$ cat config.mk
export PLATFORM = sky130hd
export DESIGN_NAME = prox_sense_channel_config
export DESIGN_NICKNAME = d
export VERILOG_FILES = /design/src/hw/result_aligner.v /design/src/hw/prox_sense_channel_config.v
export VERILOG_INCLUDE_DIRS = /design/src /design/src/hw
export SDC_FILE = /design/constraint.sdc
export NUM_CORES = 1
export LEC_CHECK = 0
export ABC_AREA = 1
export BUFFER_PORTS_ARGS = -buffer_cell sky130_fd_sc_hd__buf_2
export CAP_MARGIN = 30
export CORE_ASPECT_RATIO = 1.5
export CORE_MARGIN = 2
export CORE_UTILIZATION = 50
export DETAILED_ROUTE_END_ITERATION = 10
export MAX_ROUTING_LAYER = met4
export PLACE_DENSITY = 0.93
export SLEW_MARGIN = 20
export SYNTH_ARGS = -nofsm -noshare
export SYNTH_HDL_FRONTEND = slang
export SYNTH_SLANG_ARGS = --single-unit
export TNS_END_PERCENT = 30
$ cat constraint.sdc
create_clock -name aclk -period 1.5 [get_ports aclk]
set_input_delay 0.15 -clock aclk [delete_from_list [all_inputs] [get_ports aclk]]
set_output_delay 0.15 -clock aclk [all_outputs]
set_load 0.02 [all_outputs]
$ cat src/hw/prox_sense_map.vh
// register map, field positions and reset values of the proximity channel configuration bank
`ifndef PROX_SENSE_MAP_VH
`define PROX_SENSE_MAP_VH

// register indices; byte address is four times the index
`define IDX_CH3_EMITTER_SELECT 6'h03
`define IDX_PROX_ALIGNMENT 6'h05
`define IDX_AMBIENT_ALIGNMENT 6'h06
`define IDX_CH1_INPUT_SELECT 6'h07
`define IDX_MEASUREMENT_MODE 6'h0C
`define IDX_CHANNEL_STATUS 6'h0D

// reset values
`define RST_CH3_EMITTER_SELECT 8'h04
`define RST_PROX_ALIGNMENT 8'h00
`define RST_AMBIENT_ALIGNMENT 8'h00
`define RST_CH1_INPUT_SELECT 8'h03
`define RST_MEASUREMENT_MODE 8'h04

// writable bits of each register, the rest read zero
`define MASK_CH3_EMITTER_SELECT 8'h07
`define MASK_PROX_ALIGNMENT 8'h70
`define MASK_AMBIENT_ALIGNMENT 8'h30
`define MASK_CH1_INPUT_SELECT 8'hFF
`define MASK_MEASUREMENT_MODE 8'h04

// field positions
`define BIT_CH1_LOW_WORD 4
`define BIT_CH2_LOW_WORD 5
`define BIT_CH3_LOW_WORD 6
`define BIT_AMBIENT_VISIBLE_LOW_WORD 4
`define BIT_AMBIENT_INFRARED_LOW_WORD 5
`define BIT_MEASUREMENT_MODE 2

// channel codes on the conversion port
`define CHAN_PROX1 3'h0
`define CHAN_PROX2 3'h1
`define CHAN_PROX3 3'h2
`define CHAN_AMBIENT_VISIBLE 3'h3
`define CHAN_AMBIENT_INFRARED 3'h4

// input selector codes
`define SEL_SMALL_IR 8'h00
`define SEL_VISIBLE 8'h02
`define SEL_LARGE_IR 8'h03
`define SEL_NO_DIODE 8'h06
`define SEL_GROUND 8'h25
`define SEL_TEMPERATURE 8'h65
`define SEL_SUPPLY 8'h75

// axi response codes
`define RESP_OKAY 2'h0
`define RESP_SLVERR 2'h2

`endif

$ cat src/hw/result_aligner.v
// picks the reported 16-bit word out of one 17-bit conversion
`timescale 1ns/1ns
module result_aligner #(
  parameter CONV_WIDTH = 17,
  parameter WORD_WIDTH = 16
) (
  input wire [CONV_WIDTH-1:0] conversion,
  input wire low_word,
  output wire [WORD_WIDTH-1:0] word
);
  // low word drops the top bit, high word drops the bottom bit
  assign word = low_word ? conversion[WORD_WIDTH-1:0] : conversion[CONV_WIDTH-1:CONV_WIDTH-WORD_WIDTH];
endmodule

$ cat src/hw/prox_sense_channel_config.v
// channel configuration register bank with axi4-lite slave, result alignment and emitter steering
//
// The AXI4-Lite register port was chosen for this implementation.
`timescale 1ns/1ns
`include "prox_sense_map.vh"
module prox_sense_channel_config #(
  parameter ADDR_WIDTH = 8,
  parameter CONV_WIDTH = 17,
  parameter WORD_WIDTH = 16,
  parameter NUM_CHANNELS = 5
) (
  input wire aclk,
  input wire aresetn,
  // axi4-lite write address
  input wire awvalid,
  output wire awready,
  input wire [ADDR_WIDTH-1:0] awaddr,
  input wire [2:0] awprot,
  // axi4-lite write data
  input wire wvalid,
  output wire wready,
  input wire [31:0] wdata,
  input wire [3:0] wstrb,
  // axi4-lite write response
  output wire bvalid,
  input wire bready,
  output wire [1:0] bresp,
  // axi4-lite read address
  input wire arvalid,
  output wire arready,
  input wire [ADDR_WIDTH-1:0] araddr,
  input wire [2:0] arprot,
  // axi4-lite read data
  output wire rvalid,
  input wire rready,
  output wire [31:0] rdata,
  output wire [1:0] rresp,
  // conversion results from the converter
  input wire conv_valid,
  input wire [2:0] conv_channel,
  input wire [CONV_WIDTH-1:0] conv_data,
  output wire result_valid,
  output wire [2:0] result_channel,
  output wire [WORD_WIDTH-1:0] result_data,
  // emitter drive during the third proximity measurement
  input wire ch3_measure_active,
  output wire emitter_pin_1,
  output wire emitter_pin_2,
  output wire emitter_pin_3,
  // analog selector for the first proximity channel
  output wire [7:0] prox_ch1_input_select,
  output wire ch1_select_supported
);

  // configuration registers
  reg [7:0] prox_ch3_emitter_select_q; // ch3 emitter mask
  reg [7:0] prox_result_alignment_q; // prox low word selects
  reg [7:0] ambient_result_alignment_q; // ambient low word selects
  reg [7:0] prox_ch1_input_select_q; // ch1 analog input
  reg [7:0] prox_measurement_mode_q; // normal or raw mode

  // bus handshake state
  reg awready_q;
  reg wready_q;
  reg bvalid_q;
  reg [1:0] bresp_q;
  reg arready_q;
  reg rvalid_q;
  reg [31:0] rdata_q;
  reg [1:0] rresp_q;

  // outputs of the datapath
  reg result_valid_q;
  reg [2:0] result_channel_q;
  reg [WORD_WIDTH-1:0] result_data_q;
  reg [2:0] emitter_q;
  reg supported_q;

  wire [5:0] wr_index;
  wire [5:0] rd_index;
  wire wr_fire;
  wire rd_fire;
  wire mode_normal;
  wire [2:0] ch3_emitter_mask;
  wire [NUM_CHANNELS-1:0] low_word_sel; // per channel alignment bit
  wire [WORD_WIDTH*NUM_CHANNELS-1:0] aligned; // every channel's aligned word
  reg sel_ok;
  reg wr_mapped;
  reg [7:0] rd_value;
  reg rd_mapped;

  // byte address to register index; low two bits ignored
  assign wr_index = awaddr[7:2];
  assign rd_index = araddr[7:2];
  assign wr_fire = awready_q & awvalid & wready_q & wvalid;
  assign rd_fire = arready_q & arvalid;

  assign mode_normal = prox_measurement_mode_q[`BIT_MEASUREMENT_MODE];
  assign ch3_emitter_mask = prox_ch3_emitter_select_q[2:0];

  // channel order follows the channel codes
  assign low_word_sel[0] = prox_result_alignment_q[`BIT_CH1_LOW_WORD];
  assign low_word_sel[1] = prox_result_alignment_q[`BIT_CH2_LOW_WORD];
  assign low_word_sel[2] = prox_result_alignment_q[`BIT_CH3_LOW_WORD];
  // bits follow their names; the swapped wording is not taken
  assign low_word_sel[3] = ambient_result_alignment_q[`BIT_AMBIENT_VISIBLE_LOW_WORD];
  assign low_word_sel[4] = ambient_result_alignment_q[`BIT_AMBIENT_INFRARED_LOW_WORD];

  // one aligner per channel
  genvar gi;
  generate
    for (gi = 0; gi < NUM_CHANNELS; gi = gi + 1) begin : g_align
      result_aligner #(
        .CONV_WIDTH(CONV_WIDTH),
        .WORD_WIDTH(WORD_WIDTH)
      ) u_align (
        .conversion(conv_data),
        .low_word(low_word_sel[gi]),
        .word(aligned[gi*WORD_WIDTH +: WORD_WIDTH])
      );
    end
  endgenerate

  // selector code check against the current mode
  always @* begin
    case (prox_ch1_input_select_q)
      `SEL_LARGE_IR: sel_ok = 1'b1;
      `SEL_SMALL_IR: sel_ok = 1'b1;
      `SEL_VISIBLE: sel_ok = ~mode_normal;
      `SEL_NO_DIODE: sel_ok = ~mode_normal;
      `SEL_GROUND: sel_ok = ~mode_normal;
      `SEL_TEMPERATURE: sel_ok = ~mode_normal;
      `SEL_SUPPLY: sel_ok = ~mode_normal;
      default: sel_ok = 1'b0; // unsupported code
    endcase
  end

  // write decode
  always @* begin
    case (wr_index)
      `IDX_CH3_EMITTER_SELECT: wr_mapped = 1'b1;
      `IDX_PROX_ALIGNMENT: wr_mapped = 1'b1;
      `IDX_AMBIENT_ALIGNMENT: wr_mapped = 1'b1;
      `IDX_CH1_INPUT_SELECT: wr_mapped = 1'b1;
      `IDX_MEASUREMENT_MODE: wr_mapped = 1'b1;
      `IDX_CHANNEL_STATUS: wr_mapped = 1'b1; // read only, write ignored
      default: wr_mapped = 1'b0;
    endcase
  end

  // read decode; reserved bits are masked off in storage
  always @* begin
    rd_mapped = 1'b1;
    case (rd_index)
      `IDX_CH3_EMITTER_SELECT: rd_value = prox_ch3_emitter_select_q;
      `IDX_PROX_ALIGNMENT: rd_value = prox_result_alignment_q;
      `IDX_AMBIENT_ALIGNMENT: rd_value = ambient_result_alignment_q;
      `IDX_CH1_INPUT_SELECT: rd_value = prox_ch1_input_select_q;
      `IDX_MEASUREMENT_MODE: rd_value = prox_measurement_mode_q;
      `IDX_CHANNEL_STATUS: rd_value = {5'h00, emitter_q[2], emitter_q[1] | emitter_q[0], supported_q};
      default: begin
        rd_value = 8'h00;
        rd_mapped = 1'b0;
      end
    endcase
  end

  // write channel: take address and data together, one write at a time
  always @(posedge aclk) begin
    if (!aresetn) begin
      awready_q <= 1'b0;
      wready_q <= 1'b0;
      bvalid_q <= 1'b0;
      bresp_q <= `RESP_OKAY;
    end else begin
      // ready only for one cycle, while both channels are offered
      if (awvalid && wvalid && !awready_q && !bvalid_q) begin
        awready_q <= 1'b1;
        wready_q <= 1'b1;
      end else begin
        awready_q <= 1'b0;
        wready_q <= 1'b0;
      end
      if (wr_fire) begin
        bvalid_q <= 1'b1;
        bresp_q <= wr_mapped ? `RESP_OKAY : `RESP_SLVERR;
      end else if (bvalid_q && bready) begin
        bvalid_q <= 1'b0;
      end
    end
  end

  // register storage; only byte lane 0 carries data
  always @(posedge aclk) begin
    if (!aresetn) begin
      prox_ch3_emitter_select_q <= `RST_CH3_EMITTER_SELECT;
      prox_result_alignment_q <= `RST_PROX_ALIGNMENT;
      ambient_result_alignment_q <= `RST_AMBIENT_ALIGNMENT;
      prox_ch1_input_select_q <= `RST_CH1_INPUT_SELECT;
      prox_measurement_mode_q <= `RST_MEASUREMENT_MODE;
    end else if (wr_fire && wstrb[0]) begin
      // reserved bits never stored, so they read zero
      case (wr_index)
        `IDX_CH3_EMITTER_SELECT: prox_ch3_emitter_select_q <= wdata[7:0] & `MASK_CH3_EMITTER_SELECT;
        `IDX_PROX_ALIGNMENT: prox_result_alignment_q <= wdata[7:0] & `MASK_PROX_ALIGNMENT;
        `IDX_AMBIENT_ALIGNMENT: ambient_result_alignment_q <= wdata[7:0] & `MASK_AMBIENT_ALIGNMENT;
        `IDX_CH1_INPUT_SELECT: prox_ch1_input_select_q <= wdata[7:0] & `MASK_CH1_INPUT_SELECT;
        `IDX_MEASUREMENT_MODE: prox_measurement_mode_q <= wdata[7:0] & `MASK_MEASUREMENT_MODE;
        default: prox_measurement_mode_q <= prox_measurement_mode_q; // unmapped or read only
      endcase
    end
  end

  // read channel: address taken, data one cycle later
  always @(posedge aclk) begin
    if (!aresetn) begin
      arready_q <= 1'b0;
      rvalid_q <= 1'b0;
      rdata_q <= 32'h00000000;
      rresp_q <= `RESP_OKAY;
    end else begin
      arready_q <= arvalid && !arready_q && !rvalid_q;
      if (rd_fire) begin
        rvalid_q <= 1'b1;
        rdata_q <= {24'h000000, rd_value};
        rresp_q <= rd_mapped ? `RESP_OKAY : `RESP_SLVERR;
      end else if (rvalid_q && rready) begin
        rvalid_q <= 1'b0;
      end
    end
  end

  // result path: one cycle from conversion to aligned word
  always @(posedge aclk) begin
    if (!aresetn) begin
      result_valid_q <= 1'b0;
      result_channel_q <= 3'h0;
      result_data_q <= {WORD_WIDTH{1'b0}};
    end else begin
      // unknown channel codes are dropped, not reported
      result_valid_q <= conv_valid && (conv_channel < NUM_CHANNELS);
      if (conv_valid && (conv_channel < NUM_CHANNELS)) begin
        result_channel_q <= conv_channel;
        result_data_q <= aligned[conv_channel*WORD_WIDTH +: WORD_WIDTH];
      end
    end
  end

  // emitter drive; the mask is not checked against fitted emitters, software keeps absent ones clear
  always @(posedge aclk) begin
    if (!aresetn) begin
      emitter_q <= 3'h0;
    end else if (ch3_measure_active && mode_normal) begin
      emitter_q <= ch3_emitter_mask; // any combination at once
    end else begin
      emitter_q <= 3'h0; // raw mode forces emitters off
    end
  end

  // selector status, registered for a clean output
  always @(posedge aclk) begin
    if (!aresetn) begin
      supported_q <= 1'b1;
    end else begin
      supported_q <= sel_ok;
    end
  end

  assign awready = awready_q;
  assign wready = wready_q;
  assign bvalid = bvalid_q;
  assign bresp = bresp_q;
  assign arready = arready_q;
  assign rvalid = rvalid_q;
  assign rdata = rdata_q;
  assign rresp = rresp_q;
  assign result_valid = result_valid_q;
  assign result_channel = result_channel_q;
  assign result_data = result_data_q;
  assign emitter_pin_1 = emitter_q[0];
  assign emitter_pin_2 = emitter_q[1];
  assign emitter_pin_3 = emitter_q[2];
  assign prox_ch1_input_select = prox_ch1_input_select_q;
  assign ch1_select_supported = supported_q;

endmodule

Word level (Yosys, flattened, before mapping)
Index checks and enable logic that the tools add are counted.
Widths: inputs -> output; s select.
{"block": "op_classes", "eq_ne": 18, "muxes": 16, "reduce_logical": 27, "shift": 1, "bitwise": 6, "n_lt_le_gt_ge": 1}
{"cell": "$mux 16", "n": 5}
{"cell": "$shiftx 80x8->16", "n": 1}
{"cell": "$pmux 8 s6", "n": 1}
{"cell": "$eq 6x3->1 const B", "n": 6}
{"cell": "$eq 6x4->1 const B", "n": 4}
{"cell": "$eq 8x2->1 const B", "n": 2}
{"cell": "$eq 8x7->1 const B", "n": 2}
{"cell": "$eq 6x2->1 const B", "n": 2}
{"cell": "$reduce_and 2->1", "n": 6}
{"cell": "$reduce_or 6->1", "n": 2}
{"cell": "$logic_and 1x1->1", "n": 10}
{"cell": "$eq 8x3->1 const B", "n": 1}
{"cell": "$eq 8x6->1 const B", "n": 1}
{"cell": "$logic_not 8->1", "n": 1}
{"cell": "$mux 1", "n": 7}
{"cell": "$reduce_or 5->1", "n": 1}
{"cell": "$and 1x1->1", "n": 4}
{"cell": "$logic_not 1->1", "n": 4}
{"cell": "$mux 2", "n": 2}
{"cell": "$reduce_bool 2->1", "n": 2}
{"cell": "$lt 3x3->1 const B", "n": 1}
{"cell": "$pmux 1 s2", "n": 1}
{"cell": "$reduce_or 2->1", "n": 1}
{"cell": "$not 1->1", "n": 1}
{"cell": "$or 1x1->1", "n": 1}
{"block": "word_totals", "regBits": 57, "word_cells": 86, "inputBits": 87}

Depth between registers and ports, before layout
Gate-level depths: netlist of run 1.
{"block": "logic_depth", "ltp_word": 5, "depth_mapped": 8, "mapped_depth_nobuf": 8}

Modules after synthesis
Synthesis of run 1 repeated with hierarchy kept, for this count alone.
{"block": "hier_totals", "hier_cells": 739, "hier_area_um2": 4654.5}
{"mod": "prox_sense_channel_config", "n_inst": 1, "cells_per_inst": 479, "area_per_inst_um2": 3234.4}
{"mod": "result_aligner", "n_inst": 5, "cells_per_inst": 52, "area_per_inst_um2": 284.0}

Worst setup path before layout of run 1
No wires, ideal clock.
{"block": "synth_timing", "path_kind": "reg-to-reg", "from": "reg wready_q (netlist: wready)", "to": "reg prox_ch1_input_select_q[6] (netlist: prox_ch1_input_select[6])", "n_path_buf": 0, "slack_ns": 0.195, "required_time_ns": 1.414, "t_arrival_ns": 1.220, "path_stages_with_launch": 7, "cell_sequence": "dfxtp_1 -> nand3_2 -> nor2_2 -> nand3_2 -> clkinv_2 -> nor2_1 -> a211oi_1"}
{"block": "synth_via", "elab_chain_len": 5}
{"item": "start: declaration", "line": "prox_sense_channel_config.v:64", "text": "reg wready_q;"}
{"item": "start signal: assignment", "line": "prox_sense_channel_config.v:172", "text": "wready_q <= 1'b0;"}
{"item": "start signal: assignment", "line": "prox_sense_channel_config.v:179", "text": "wready_q <= 1'b1;"}
{"item": "start signal: assignment", "line": "prox_sense_channel_config.v:182", "text": "wready_q <= 1'b0;"}
{"item": "$and 1x1->1"}
{"item": "$and 1x1->1 * (2 in a row)", "line": "prox_sense_channel_config.v:95", "text": "assign wr_fire = awready_q & awvalid & wready_q & wvalid;"}
{"item": "$logic_and 1x1->1 *", "line": "prox_sense_channel_config.v:201", "text": "end else if (wr_fire && wstrb[0]) begin"}
{"item": "$reduce_and 2->1 (no line) *"}
{"item": "end signal: assignment", "line": "prox_sense_channel_config.v:199", "text": "prox_ch1_input_select_q <= `RST_CH1_INPUT_SELECT;"}
{"item": "end signal: assignment", "line": "prox_sense_channel_config.v:207", "text": "`IDX_CH1_INPUT_SELECT: prox_ch1_input_select_q <= wdata[7:0] & `MASK_CH1_INPUT_SELECT;"}
{"item": "end: declaration", "line": "prox_sense_channel_config.v:59", "text": "reg [7:0] prox_ch1_input_select_q;"}
Mark *: on every way between the ends. The rest lies on a longest branch, timed or not.
A chain may end at the register's enable or synchronous reset.

Final worst setup path of run 1
{"block": "layout_timing", "from": "reg prox_result_alignment_q[4]", "to": "reg result_data_q[3] (netlist: result_data[3])"}
{"block": "layout_via", "elab_chain_len": 2}
{"item": "start: declaration", "line": "prox_sense_channel_config.v:57", "text": "reg [7:0] prox_result_alignment_q;"}
{"item": "start signal: assignment", "line": "prox_sense_channel_config.v:197", "text": "prox_result_alignment_q <= `RST_PROX_ALIGNMENT;"}
{"item": "start signal: assignment", "line": "prox_sense_channel_config.v:205", "text": "`IDX_PROX_ALIGNMENT: prox_result_alignment_q <= wdata[7:0] & `MASK_PROX_ALIGNMENT;"}
{"item": "$mux 16", "line": "result_aligner.v:12", "text": "assign word = low_word ? conversion[WORD_WIDTH-1:0] : conversion[CONV_WIDTH-1:CONV_WIDTH-WORD_WIDTH];"}
{"item": "$shiftx 80x8->16", "line": "prox_sense_channel_config.v:244", "text": "result_data_q <= aligned[conv_channel*WORD_WIDTH +: WORD_WIDTH];"}
{"item": "end signal: assignment", "line": "prox_sense_channel_config.v:238", "text": "result_data_q <= {WORD_WIDTH{1'b0}};"}
{"item": "end signal: assignment", "line": "prox_sense_channel_config.v:244"}
{"item": "end: declaration", "line": "prox_sense_channel_config.v:75", "text": "reg [WORD_WIDTH-1:0] result_data_q;"}
No other way between the ends.

==> impl_metrics.env, run 1 <==
export IMPL_status="completed"
export IMPL_start_util_pct=51.3
export IMPL_cts_hold_buf=0
export IMPL_postCtsSetupBuffers=0
export IMPL_ff2ff_path_depth=7
export IMPL_cts_sinks=55
export IMPL_seq_area_frac_synth_pct=26.8
export IMPL_syn_area_sq_um=4110
export IMPL_start_kind="flop"
export IMPL_root_buffer="clkbuf_16"
export IMPL_place_hpwl_mm=8.69
export IMPL_die_w_um=78.0
export IMPL_timing_final_crit_share_pct=90.3
export IMPL_final_area_sq_um=4800
export IMPL_cts_tree="built"
export IMPL_finClkSkew_ps=8.25
export IMPL_holdCritPathClass="input pin to flop"
export IMPL_hold_path_depth=3
export IMPL_synth_top_area_share_pct=26.8
export IMPL_fmax_mhz=739
export IMPL_ir_drop_v=0.000553
export IMPL_first_pass_iters=5
export IMPL_synth_largest_area_cell="dfxtp_1"
export IMPL_grt_pass1_vias=4211
export IMPL_portBuffers=96
export IMPL_synth_edff_count=0
export IMPL_drv_slew=0
export IMPL_avgSynthCellArea_sq_um=5.98
export IMPL_cts_max_path_buffers=2
export IMPL_place_congestion=0.923
export IMPL_fp_dieH_um=115
export IMPL_fin_setup_tns_ps=0
export IMPL_synth_xor_area_share_pct=0
export IMPL_fin_crit_ps=1350
export IMPL_place_inst=872
export IMPL_ant_nets=0
export IMPL_synth_common_cells="nand2_1, nand3_1, inv_1"
export IMPL_setup_viol=0
export IMPL_antenna_cells=0
export IMPL_io_pins=160
export IMPL_area_growth_pct=17.0
export IMPL_grt_overflow=0
export IMPL_synth_main_ff_cell="dfxtp_1"
export IMPL_first_iter_violations=475
export IMPL_critPathKind="flop to flop"
export IMPL_multiInputGateArea_sq_um=2430
export IMPL_fp_row_count=40
export IMPL_dieArea_sq_um=8970
export IMPL_dpl_cell_area_sq_um=4640
export IMPL_synth_cells=686
export IMPL_htree_levels=2
export IMPL_track_usage_pct=26.7
export IMPL_power_mw=3.52
export IMPL_cts_repair_resized=0
export IMPL_drt_total_wl_mm=11.7
export IMPL_post_drt_wl_per_cell_um=13.3
export IMPL_final_core_util_pct=60.0
export IMPL_antenna_found_initial=0
export IMPL_cp_required_ps=1680
export IMPL_synth_fa_ha_area_share_pct=0
export IMPL_max_cap_violations=0
export IMPL_stdcell_count=880
export IMPL_p_leak_nw=2.38
export IMPL_synth_warnings=0
export IMPL_cp_max_fo=12
export IMPL_endpoint_kind="flop"
export IMPL_slew_headroom_pct=64.2
export IMPL_regToRegSetupSlack_ps=150
export IMPL_hold_viol_final=0
export IMPL_synth_async_reset_ratio_pct=0
export IMPL_critPathArrivalTime_ps=1530
export IMPL_ys_seq_elements=55
export IMPL_worst_pin_slew_ps=537
export IMPL_synth_distinct_cells=27
export IMPL_power_density_nw_per_um2=732
export IMPL_fin_nets=861
export IMPL_drcViolationCount=0
export IMPL_grt_max_degree=35
export IMPL_regArea_sq_um=1100
export IMPL_grt_setup_unrepaired="false"
export IMPL_clkLatencyLatePin_ps=300
export IMPL_synth_top_family_by_area="simple AND/OR/NAND/NOR gates"
export IMPL_synth_area_mux_share_pct=0
export IMPL_vias=4791
export IMPL_cts_made_buffers=5
export IMPL_path_clk_slew_ps=80
export IMPL_synth_area_leaders="dfxtp_1, nand2_1, nand3_1, o21ai_0, o211ai_1"
export IMPL_layout_drive_gt1_share_pct=19.6
export IMPL_synth_simple_area_share_pct=37.3
export IMPL_core_area_sq_um=8010
export IMPL_viasPerCell=5.44
export IMPL_synth_most_common_cell="nand2_1"
export IMPL_fill_cells=787
export IMPL_grt_pass1_wl_mm=19.0
export IMPL_synth_compound_area_share_pct=19.0
worst max-delay path, stage by stage, from the launching register on:
cell      delay (ps)
dfxtp_1          310
inv_1            300
buf_4            210
nand2_1           50
nand3_1           60
nand2_1           50
o211ai_1         170
a21oi_1           90
report_power, final:
group	switching [mW]	internal [mW]
Sequential	0.0253	1.51
Combinational	0.506	0.254
Clock	0.588	0.635
Total	1.12	2.40
kinds of logic (layout without fill, tap and decap cells):
| group | after synthesis | count (layout) |
|---|---|---|
| and+or+nand+nor | 363 | 363 |
| DFF | 55 | 55 |
| AOI/OAI and AO/OA | 130 | 130 |
| other | 1 | 26 |
| buffers and inverters | 137 | 201 |
flip-flops by register name, summed over array words and instances, names as in the netlist:
signal / flops
prox_ch1_input_select: 8
rdata: 8
emitter_q: 3
bresp: 1
result_data: 16
result_channel: 3
prox_ch3_emitter_select_q: 3
prox_measurement_mode_q: 1
arready: 1
prox_result_alignment_q: 3
rresp: 1
rvalid: 1
result_valid: 1
ch1_select_supported: 1
bvalid: 1
ambient_result_alignment_q: 2
wready: 1
through the flow:
step | setup slack [ps] | hold slack [ps]
after CTS | 125 | 69.3
after global routing | 33.7 | 81.7
final | 146 | 69.6
after global placement | 175 | 373
after detailed placement | 137 | 375
after floorplan | 195 | 263
routing by layer:
| layer | up-vias | wire length (um) | track usage, % |
|---|---|---|---|
| li1 | 2352 | - | - |
| met1 | 2140 | 4320 | 28.6 |
| met2 | 256 | 5970 | 48.0 |
| met3 | 43 | 862 | 3.85 |
| met4 | 0 | 537 | 12.6 |
| met5 | - | 0 | - |
cell usage in the layout (no fill, tap or decap), types with 5 or more instances in the layout:
cell type,netlist,final
nand2_1,229,229
buf_2,17,96
nand3_1,81,81
inv_1,68,68
dfxtp_1,55,55
o21ai_0,53,53
o211ai_1,35,35
nor2_1,32,31
a21oi_1,28,28
conb_1,1,26
buf_4,34,22
a21oi_2,9,9
nand4_1,7,7
nor3_1,5,5
clkbuf_16,0,5
final cells by class:
type                    instances  area share [%]
multi-input cells             519            50.5
flip-flops and latches         55            22.9
repair buffers                122            15.1
inverters                      71            5.57
well taps                     105            2.73
clock buffers                   5            2.60
clock inverters                 3           0.573
worst paths after layout:
check                                                        startpoint                               endpoint
worst max-delay path            prox_result_alignment_q[4]$_SDFFE_PN0P_            result_data[3]$_SDFFE_PN0P_
worst max register to register  prox_result_alignment_q[4]$_SDFFE_PN0P_            result_data[3]$_SDFFE_PN0P_
worst min register to register                      rvalid$_SDFFE_PN0P_                     arready$_SDFF_PN0_
worst min-delay path                                           wdata[0]  prox_ch1_input_select[0]$_SDFFE_PN1P_
Power figures use the tool's default switching activity.
==> inputs of run 2 (changes only) <==
==> constraint.sdc (replaced) <==
create_clock -name aclk -period 1.5 [get_ports aclk]
set_input_delay 0.15 -clock aclk [delete_from_list [all_inputs] [get_ports aclk]]
set_output_delay 0.15 -clock aclk [all_outputs]
set_load 0.05 [all_outputs]
==> impl_metrics.env, run 2 (synthesis gave the netlist of run 1 again) <==
export IMPL_core_area_sq_um=8010
export IMPL_drt_total_wl_mm=11.7
export IMPL_cp_num_cells=6
export IMPL_final_area_sq_um=4790
export IMPL_p_switching_mw=1.32
export IMPL_power_share_sequential_pct=41.3
export IMPL_final_cell_mix="nand2_1, buf_2, nand3_1, inv_1, dfxtp_1"
export IMPL_fmax_mhz=728
export IMPL_critPathKind="flop to flop"
export IMPL_first_iter_violations=481
export IMPL_crit_family="compound AO/OA/AOI/OAI gates"
export IMPL_grt_pass1_wl_mm=19.3
export IMPL_fp_row_count=40
export IMPL_met2_usage_pct=48.9
export IMPL_switching_share_pct=35.7
export IMPL_post_drt_wl_per_cell_um=13.3
export IMPL_grt_busiest_layer="met2"
export IMPL_ant_nets=0
export IMPL_start_kind="flop"
export IMPL_use_met1_pct=29.8
export IMPL_cts_hold_buf=0
export IMPL_clkLatencyLatePin_ps=300
export IMPL_slew_headroom_pct=63.9
export IMPL_antenna_found_initial=0
export IMPL_cp_max_fo=18
export IMPL_layout_drive_gt1_share_pct=19.8
export IMPL_power_density_nw_per_um2=775
export IMPL_grt_pass1_vias=4241
export IMPL_hold_ws_ps=69.8
export IMPL_grtUsageMet3_pct=4.16
export IMPL_cp_num_buf_inv=1
export IMPL_cp_required_ps=1680
export IMPL_critPathArrivalTime_ps=1560
export IMPL_hold_viol_final=0
export IMPL_drcViolationCount=0
export IMPL_cts_sinks=55
export IMPL_status="completed"
export IMPL_cts_tree="built"
export IMPL_drv_slew=0
export IMPL_max_cap_violations=0
export IMPL_hold_start="wdata[0]"
export IMPL_reg2reg_from="prox_result_alignment_q[5]$_SDFFE_PN0P_"
export IMPL_root_buffer="clkbuf_16"
export IMPL_cp_startpoint="prox_result_alignment_q[5]$_SDFFE_PN0P_"
export IMPL_path_clk_slew_ps=80
export IMPL_fp_dieH_um=115
export IMPL_place_hpwl_mm=8.49
export IMPL_dpl_cell_area_sq_um=4600
export IMPL_finClkSkew_ps=7.51
export IMPL_viasPerCell=5.34
export IMPL_first_pass_iters=5
export IMPL_internal_power_mw=2.39
export IMPL_portBuffers=96
export IMPL_power_share_combinational_pct=25.5
export IMPL_antenna_cells=0
export IMPL_grt_max_degree=35
export IMPL_layout_commonest_cell="nand2_1"
export IMPL_grt_setup_unrepaired="true"
export IMPL_dieArea_sq_um=8970
export IMPL_cts_max_path_buffers=2
export IMPL_p_leak_nw=2.37
export IMPL_crit_path_top_delay_cell="dfxtp_1"
export IMPL_timing_final_crit_share_pct=91.6
export IMPL_start_util_pct=51.3
export IMPL_endpoint_kind="flop"
export IMPL_vias=4696
export IMPL_place_congestion=0.937
export IMPL_largest_register_ffs=16
export IMPL_holdCritPathClass="input pin to flop"
export IMPL_fin_nets=860
export IMPL_track_usage_pct=27.1
export IMPL_cts_made_buffers=5
export IMPL_die_w_um=78.0
export IMPL_hold_path_depth=3
export IMPL_htree_levels=2
export IMPL_worst_pin_slew_ps=540
export IMPL_setup_viol=0
export IMPL_io_pins=160
export IMPL_crit_chain="buf_4, nand2_1, nand3_1, nand2_1, o211ai_1, a21oi_2"
export IMPL_ir_drop_v=0.000851
export IMPL_fin_crit_ps=1370
export IMPL_ff2ff_path_depth=6
export IMPL_path_common_cell="nand2_1"
export IMPL_power_mw=3.71
export IMPL_grt_overflow=0
export IMPL_max_stage_delay_ps=380
export IMPL_area_growth_pct=16.7
export IMPL_clock_power_share_pct=33.2
[run 2: cell count changes in the layout (fill, tap and decap cells not counted)]
cell / previous run / this run
inv_4: 0 / 1
clkinv_2: 1 / 0
inv_1: 68 / 67
nor2_4: 2 / 1
dfxtp_2: 0 / 1
nand3_2: 1 / 2
dfxtp_1: 55 / 54
buf_4: 22 / 21
clkinvlp_4: 1 / 2
nand3_4: 1 / 0
nor2_2: 4 / 5
[run 2: stage by stage]
step / util (%) / worst slack (ps) / std cells / TNS (ps)
2_1_floorplan: - / -32.3 / 711 / -32.3
3_3_place_gp: 57.5 / 153 / 867 / 0
3_5_place_dp: 57.5 / 105 / 867 / 0
4_1_cts: 59.4 / 104 / 875 / 0
5_1_grt: 59.8 / -10.4 / 879 / -10.4
6_report: 59.8 / 126 / 879 / 0
[run 2: area by class of cell]
class,count,area [sq um]
Multi-Input combinational cell,519,2410
Tap cell,105,131
Clock inverter,3,27.5
Timing Repair Buffer,121,718
Fill cell,756,3220
Sequential cell,55,1100
Inverter,71,273
Clock buffer,5,125
[run 2: path summary, 6_finish.rpt]
path	slack, ps	end
min	70	prox_ch1_input_select[0]$_SDFFE_PN1P_
max reg2reg	130	result_data[9]$_SDFFE_PN0P_
max	130	result_data[9]$_SDFFE_PN0P_
min reg2reg	450	emitter_q[1]$_SDFF_PN0_
[run 2: layer usage]
layer  wire length (um)  vias to the layer above
met2               6150                      232
met4                291                        0
met5                  0                        -
met1               4320                     2087
li1                   -                     2351
met3                934                       26
[run 2: timing repair]
| action | CTS | global route |
|---|---|---|
| gates resized for setup | 0 | 3 |
| buffers inserted | 0 | 4 |
| setup endpoints to repair | 0 | 4 |
[run 2: power groups by stage]
| stage | clock network, mW | registers (mW) | logic, mW |
|---|---|---|---|
| CTS | 1.25 | 1.53 | 0.935 |
| floorplan | 0 | 1.74 | 0.581 |
| detailed placement | 0 | 1.57 | 0.932 |
| global route | 1.32 | 1.54 | 1.03 |
| finish | 1.23 | 1.53 | 0.945 |
| global placement | 0 | 1.57 | 0.922 |
[run 2: worst register-to-register path, cell delays in order, from the launching register on]
cell and delay (ps):
dfxtp_1 380, buf_4 250, nand2_1 80, nand3_1 80, nand2_1 50, o211ai_1 330
a21oi_2 90
==> inputs of run 3 (changes only) <==
--- a/config.mk
+++ b/config.mk
@@ -6,15 +6,15 @@
 export SDC_FILE = /design/constraint.sdc
 export NUM_CORES = 1
 export LEC_CHECK = 0
-export ABC_AREA = 1
 export BUFFER_PORTS_ARGS = -buffer_cell sky130_fd_sc_hd__buf_2
 export CAP_MARGIN = 30
 export CORE_ASPECT_RATIO = 1.5
 export CORE_MARGIN = 2
-export CORE_UTILIZATION = 50
+export CORE_UTILIZATION = 43
 export DETAILED_ROUTE_END_ITERATION = 10
+export GPL_ROUTABILITY_DRIVEN = 0
 export MAX_ROUTING_LAYER = met4
-export PLACE_DENSITY = 0.93
+export PLACE_DENSITY = 0.91
 export SLEW_MARGIN = 20
 export SYNTH_ARGS = -nofsm -noshare
 export SYNTH_HDL_FRONTEND = slang
==> impl_metrics.env, run 3 <==
export IMPL_cp_startpoint="awaddr[5]"
export IMPL_area_growth_pct=27.3
export IMPL_dieArea_sq_um=6870
export IMPL_fill_cells=535
export IMPL_viasPerCell=5.42
export IMPL_internal_power_mw=2.10
export IMPL_layout_drive_gt1_share_pct=34.1
export IMPL_start_util_pct=43.9
export IMPL_ff2ff_path_depth=4
export IMPL_synth_async_reset_ratio_pct=0
export IMPL_synth_edff_count=0
export IMPL_track_usage_pct=21.8
export IMPL_io_pins=160
export IMPL_cts_sinks=55
export IMPL_synth_cells=306
export IMPL_cp_num_buf_inv=1
export IMPL_place_hpwl_mm=5.47
export IMPL_status="completed"
export IMPL_grt_pass1_wl_mm=11.3
export IMPL_crit_family="simple AND/OR/NAND/NOR gates"
export IMPL_fp_row_count=35
export IMPL_first_pass_iters=4
export IMPL_cp_num_cells=5
export IMPL_fin_nets=503
export IMPL_max_cap_violations=0
export IMPL_setup_viol=0
export IMPL_drt_total_wl_mm=7.23
export IMPL_crit_end="prox_ch1_input_select[4]$_SDFFE_PN0P_"
export IMPL_timing_final_crit_share_pct=96.7
export IMPL_r2r_end="prox_ch1_input_select[4]$_SDFFE_PN0P_"
export IMPL_final_core_util_pct=55.9
export IMPL_first_iter_violations=185
export IMPL_hold_viol_final=0
export IMPL_fin_crit_ps=1450
export IMPL_avgSynthCellArea_sq_um=8.73
export IMPL_cts_made_buffers=5
export IMPL_portBuffers=96
export IMPL_grt_overflow=0
export IMPL_crit_chain="buf_2, or4b_4, or4_4, mux2i_1, nor2_1"
export IMPL_synth_top_area_share_pct=41.2
export IMPL_holdCritPathClass="input pin to flop"
export IMPL_max_stage_delay_ps=590
export IMPL_crit_path_top_delay_cell="or4_4"
export IMPL_core_area_sq_um=6090
export IMPL_endpoint_kind="flop"
export IMPL_cts_hold_buf=0
export IMPL_grt_max_degree=33
export IMPL_fp_dieH_um=101
export IMPL_critPathArrivalTime_ps=1650
export IMPL_cts_max_path_buffers=2
export IMPL_ys_seq_elements=55
export IMPL_antenna_cells=0
export IMPL_p_switching_mw=0.993
export IMPL_synth_common_cells="dfxtp_1, nand3_1, buf_4"
export IMPL_final_cell_mix="buf_2, dfxtp_1, nand3_1, conb_1"
export IMPL_synth_warnings=0
export IMPL_grt_pass1_vias=2540
export IMPL_synth_distinct_cells=44
export IMPL_path_clk_slew_ps=90
export IMPL_vias=2662
export IMPL_post_drt_wl_per_cell_um=14.7
export IMPL_root_buffer="clkbuf_8"
export IMPL_drv_slew=0
export IMPL_fmax_mhz=690
export IMPL_regToRegSetupSlack_ps=90
export IMPL_drcViolationCount=0
export IMPL_syn_area_sq_um=2670
export IMPL_reg2reg_from="wready$_SDFF_PN0_"
export IMPL_clock_power_share_pct=28.4
export IMPL_p_leak_nw=1.63
export IMPL_hold_path_depth=2
export IMPL_die_w_um=68.4
export IMPL_synth_largest_area_cell="dfxtp_1"
export IMPL_power_mw=3.10
export IMPL_synth_most_common_cell="dfxtp_1"
export IMPL_synth_main_ff_cell="dfxtp_1"
export IMPL_synth_area_leaders="dfxtp_1, mux2i_1, buf_4, nand3_1, o21ai_0"
export IMPL_clkLatencyLatePin_ps=310
export IMPL_power_share_sequential_pct=49.3
export IMPL_critPathKind="input pin to flop"
export IMPL_finClkSkew_ps=5.38
export IMPL_seq_area_frac_synth_pct=41.2
export IMPL_regArea_sq_um=1100
export IMPL_start_kind="input pin"
export IMPL_multiInputGateArea_sq_um=1390
export IMPL_switching_share_pct=32.1
export IMPL_cp_max_fo=8
export IMPL_grt_setup_unrepaired="true"
export IMPL_power_share_combinational_pct=22.3
export IMPL_largest_register_ffs=16
export IMPL_ir_drop_v=0.000552
export IMPL_htree_levels=2
export IMPL_ant_nets=0
export IMPL_layout_commonest_cell="buf_2"
export IMPL_antenna_found_initial=0
export IMPL_power_density_nw_per_um2=911
export IMPL_cp_required_ps=1700
export IMPL_cts_tree="built"
==> run 3: cell types whose count changed after synthesis, moves of 21 or more <==
cell / delta
nand2_1: -214
inv_1: -60
nand3_1: -46
o211ai_1: -33
o21ai_0: -31
a21oi_1: -21
mux2i_1: +21
==> run 3: final cells by class <==
type,instances,share of cell area [%]
Sequential cell,55,32.5
Multi-Input combinational cell,225,40.8
Clock buffer,8,2.94
Inverter,8,0.883
Tap cell,74,2.72
Timing Repair Buffer,121,20.1
==> run 3: worst register-to-register path, cell delays in order (launching register included) <==
cell and delay (ps):
dfxtp_4 370, nand4_1 140, or4_4 550, mux2i_1 200, nor2_1 60
==> run 3: worst min path at each step <==
stage / startpoint / end
after detailed placement: conv_valid / result_channel[2]$_SDFFE_PN0P_
after global routing: wvalid / wready$_SDFF_PN0_
after floorplan: conv_valid / result_channel[2]$_SDFFE_PN0P_
after global placement: conv_valid / result_channel[2]$_SDFFE_PN0P_
final: conv_valid / result_channel[2]$_SDFFE_PN0P_
after CTS: conv_valid / result_channel[2]$_SDFFE_PN0P_
==> run 3: stage by stage <==
step	setup TNS, ps	cell area, sq um	hold slack (ps)	worst slack (ps)	std cells
after detailed placement	-3430	3270	384	-263	483
after floorplan	-1540	2770	250	-130	331
final	0	3400	65.2	50.0	491
after global placement	-5170	3270	375	-230	482
after CTS	0	3370	56.7	26.8	491
after global routing	-115	3400	68.2	-33.7	491
==> run 3: cell families (layout without fill, tap and decap cells) <==
family	Yosys count	after routing	synth area share [%]
AND/OR/NAND/NOR	108	108	22.3
AO/OA/AOI/OAI	67	67	15.9
flip-flops	55	55	41.2
buffers and inverters	51	137	11.3
multiplexers	24	24	9.13
other	1	26	0.140
==> run 3: routing by layer <==
| layer | share of wire (%) | up-vias | track usage, % |
|---|---|---|---|
| li1 | - | 1276 | - |
| met1 | 37 | 1252 | 22.5 |
| met2 | 54 | 116 | 39.2 |
| met3 | 6.5 | 18 | 4.02 |
| met4 | 2.7 | 0 | 9.08 |
| met5 | 0 | - | - |
==> run 3: what timing repair did <==
action                                  4_1_cts  5_1_grt
gates resized for setup                       0        5
buffers inserted                              0        0
endpoints found under the setup margin        0       19
==> run 3: power groups by stage <==
| stage | logic (mW) | registers, mW | clock network, mW |
|---|---|---|---|
| 3_5_place_dp | 0.679 | 1.56 | 0 |
| 6_report | 0.690 | 1.53 | 0.879 |
| 4_1_cts | 0.681 | 1.53 | 0.895 |
| 5_1_grt | 0.732 | 1.54 | 0.944 |
| 2_1_floorplan | 0.365 | 1.72 | 0 |
| 3_3_place_gp | 0.661 | 1.56 | 0 |
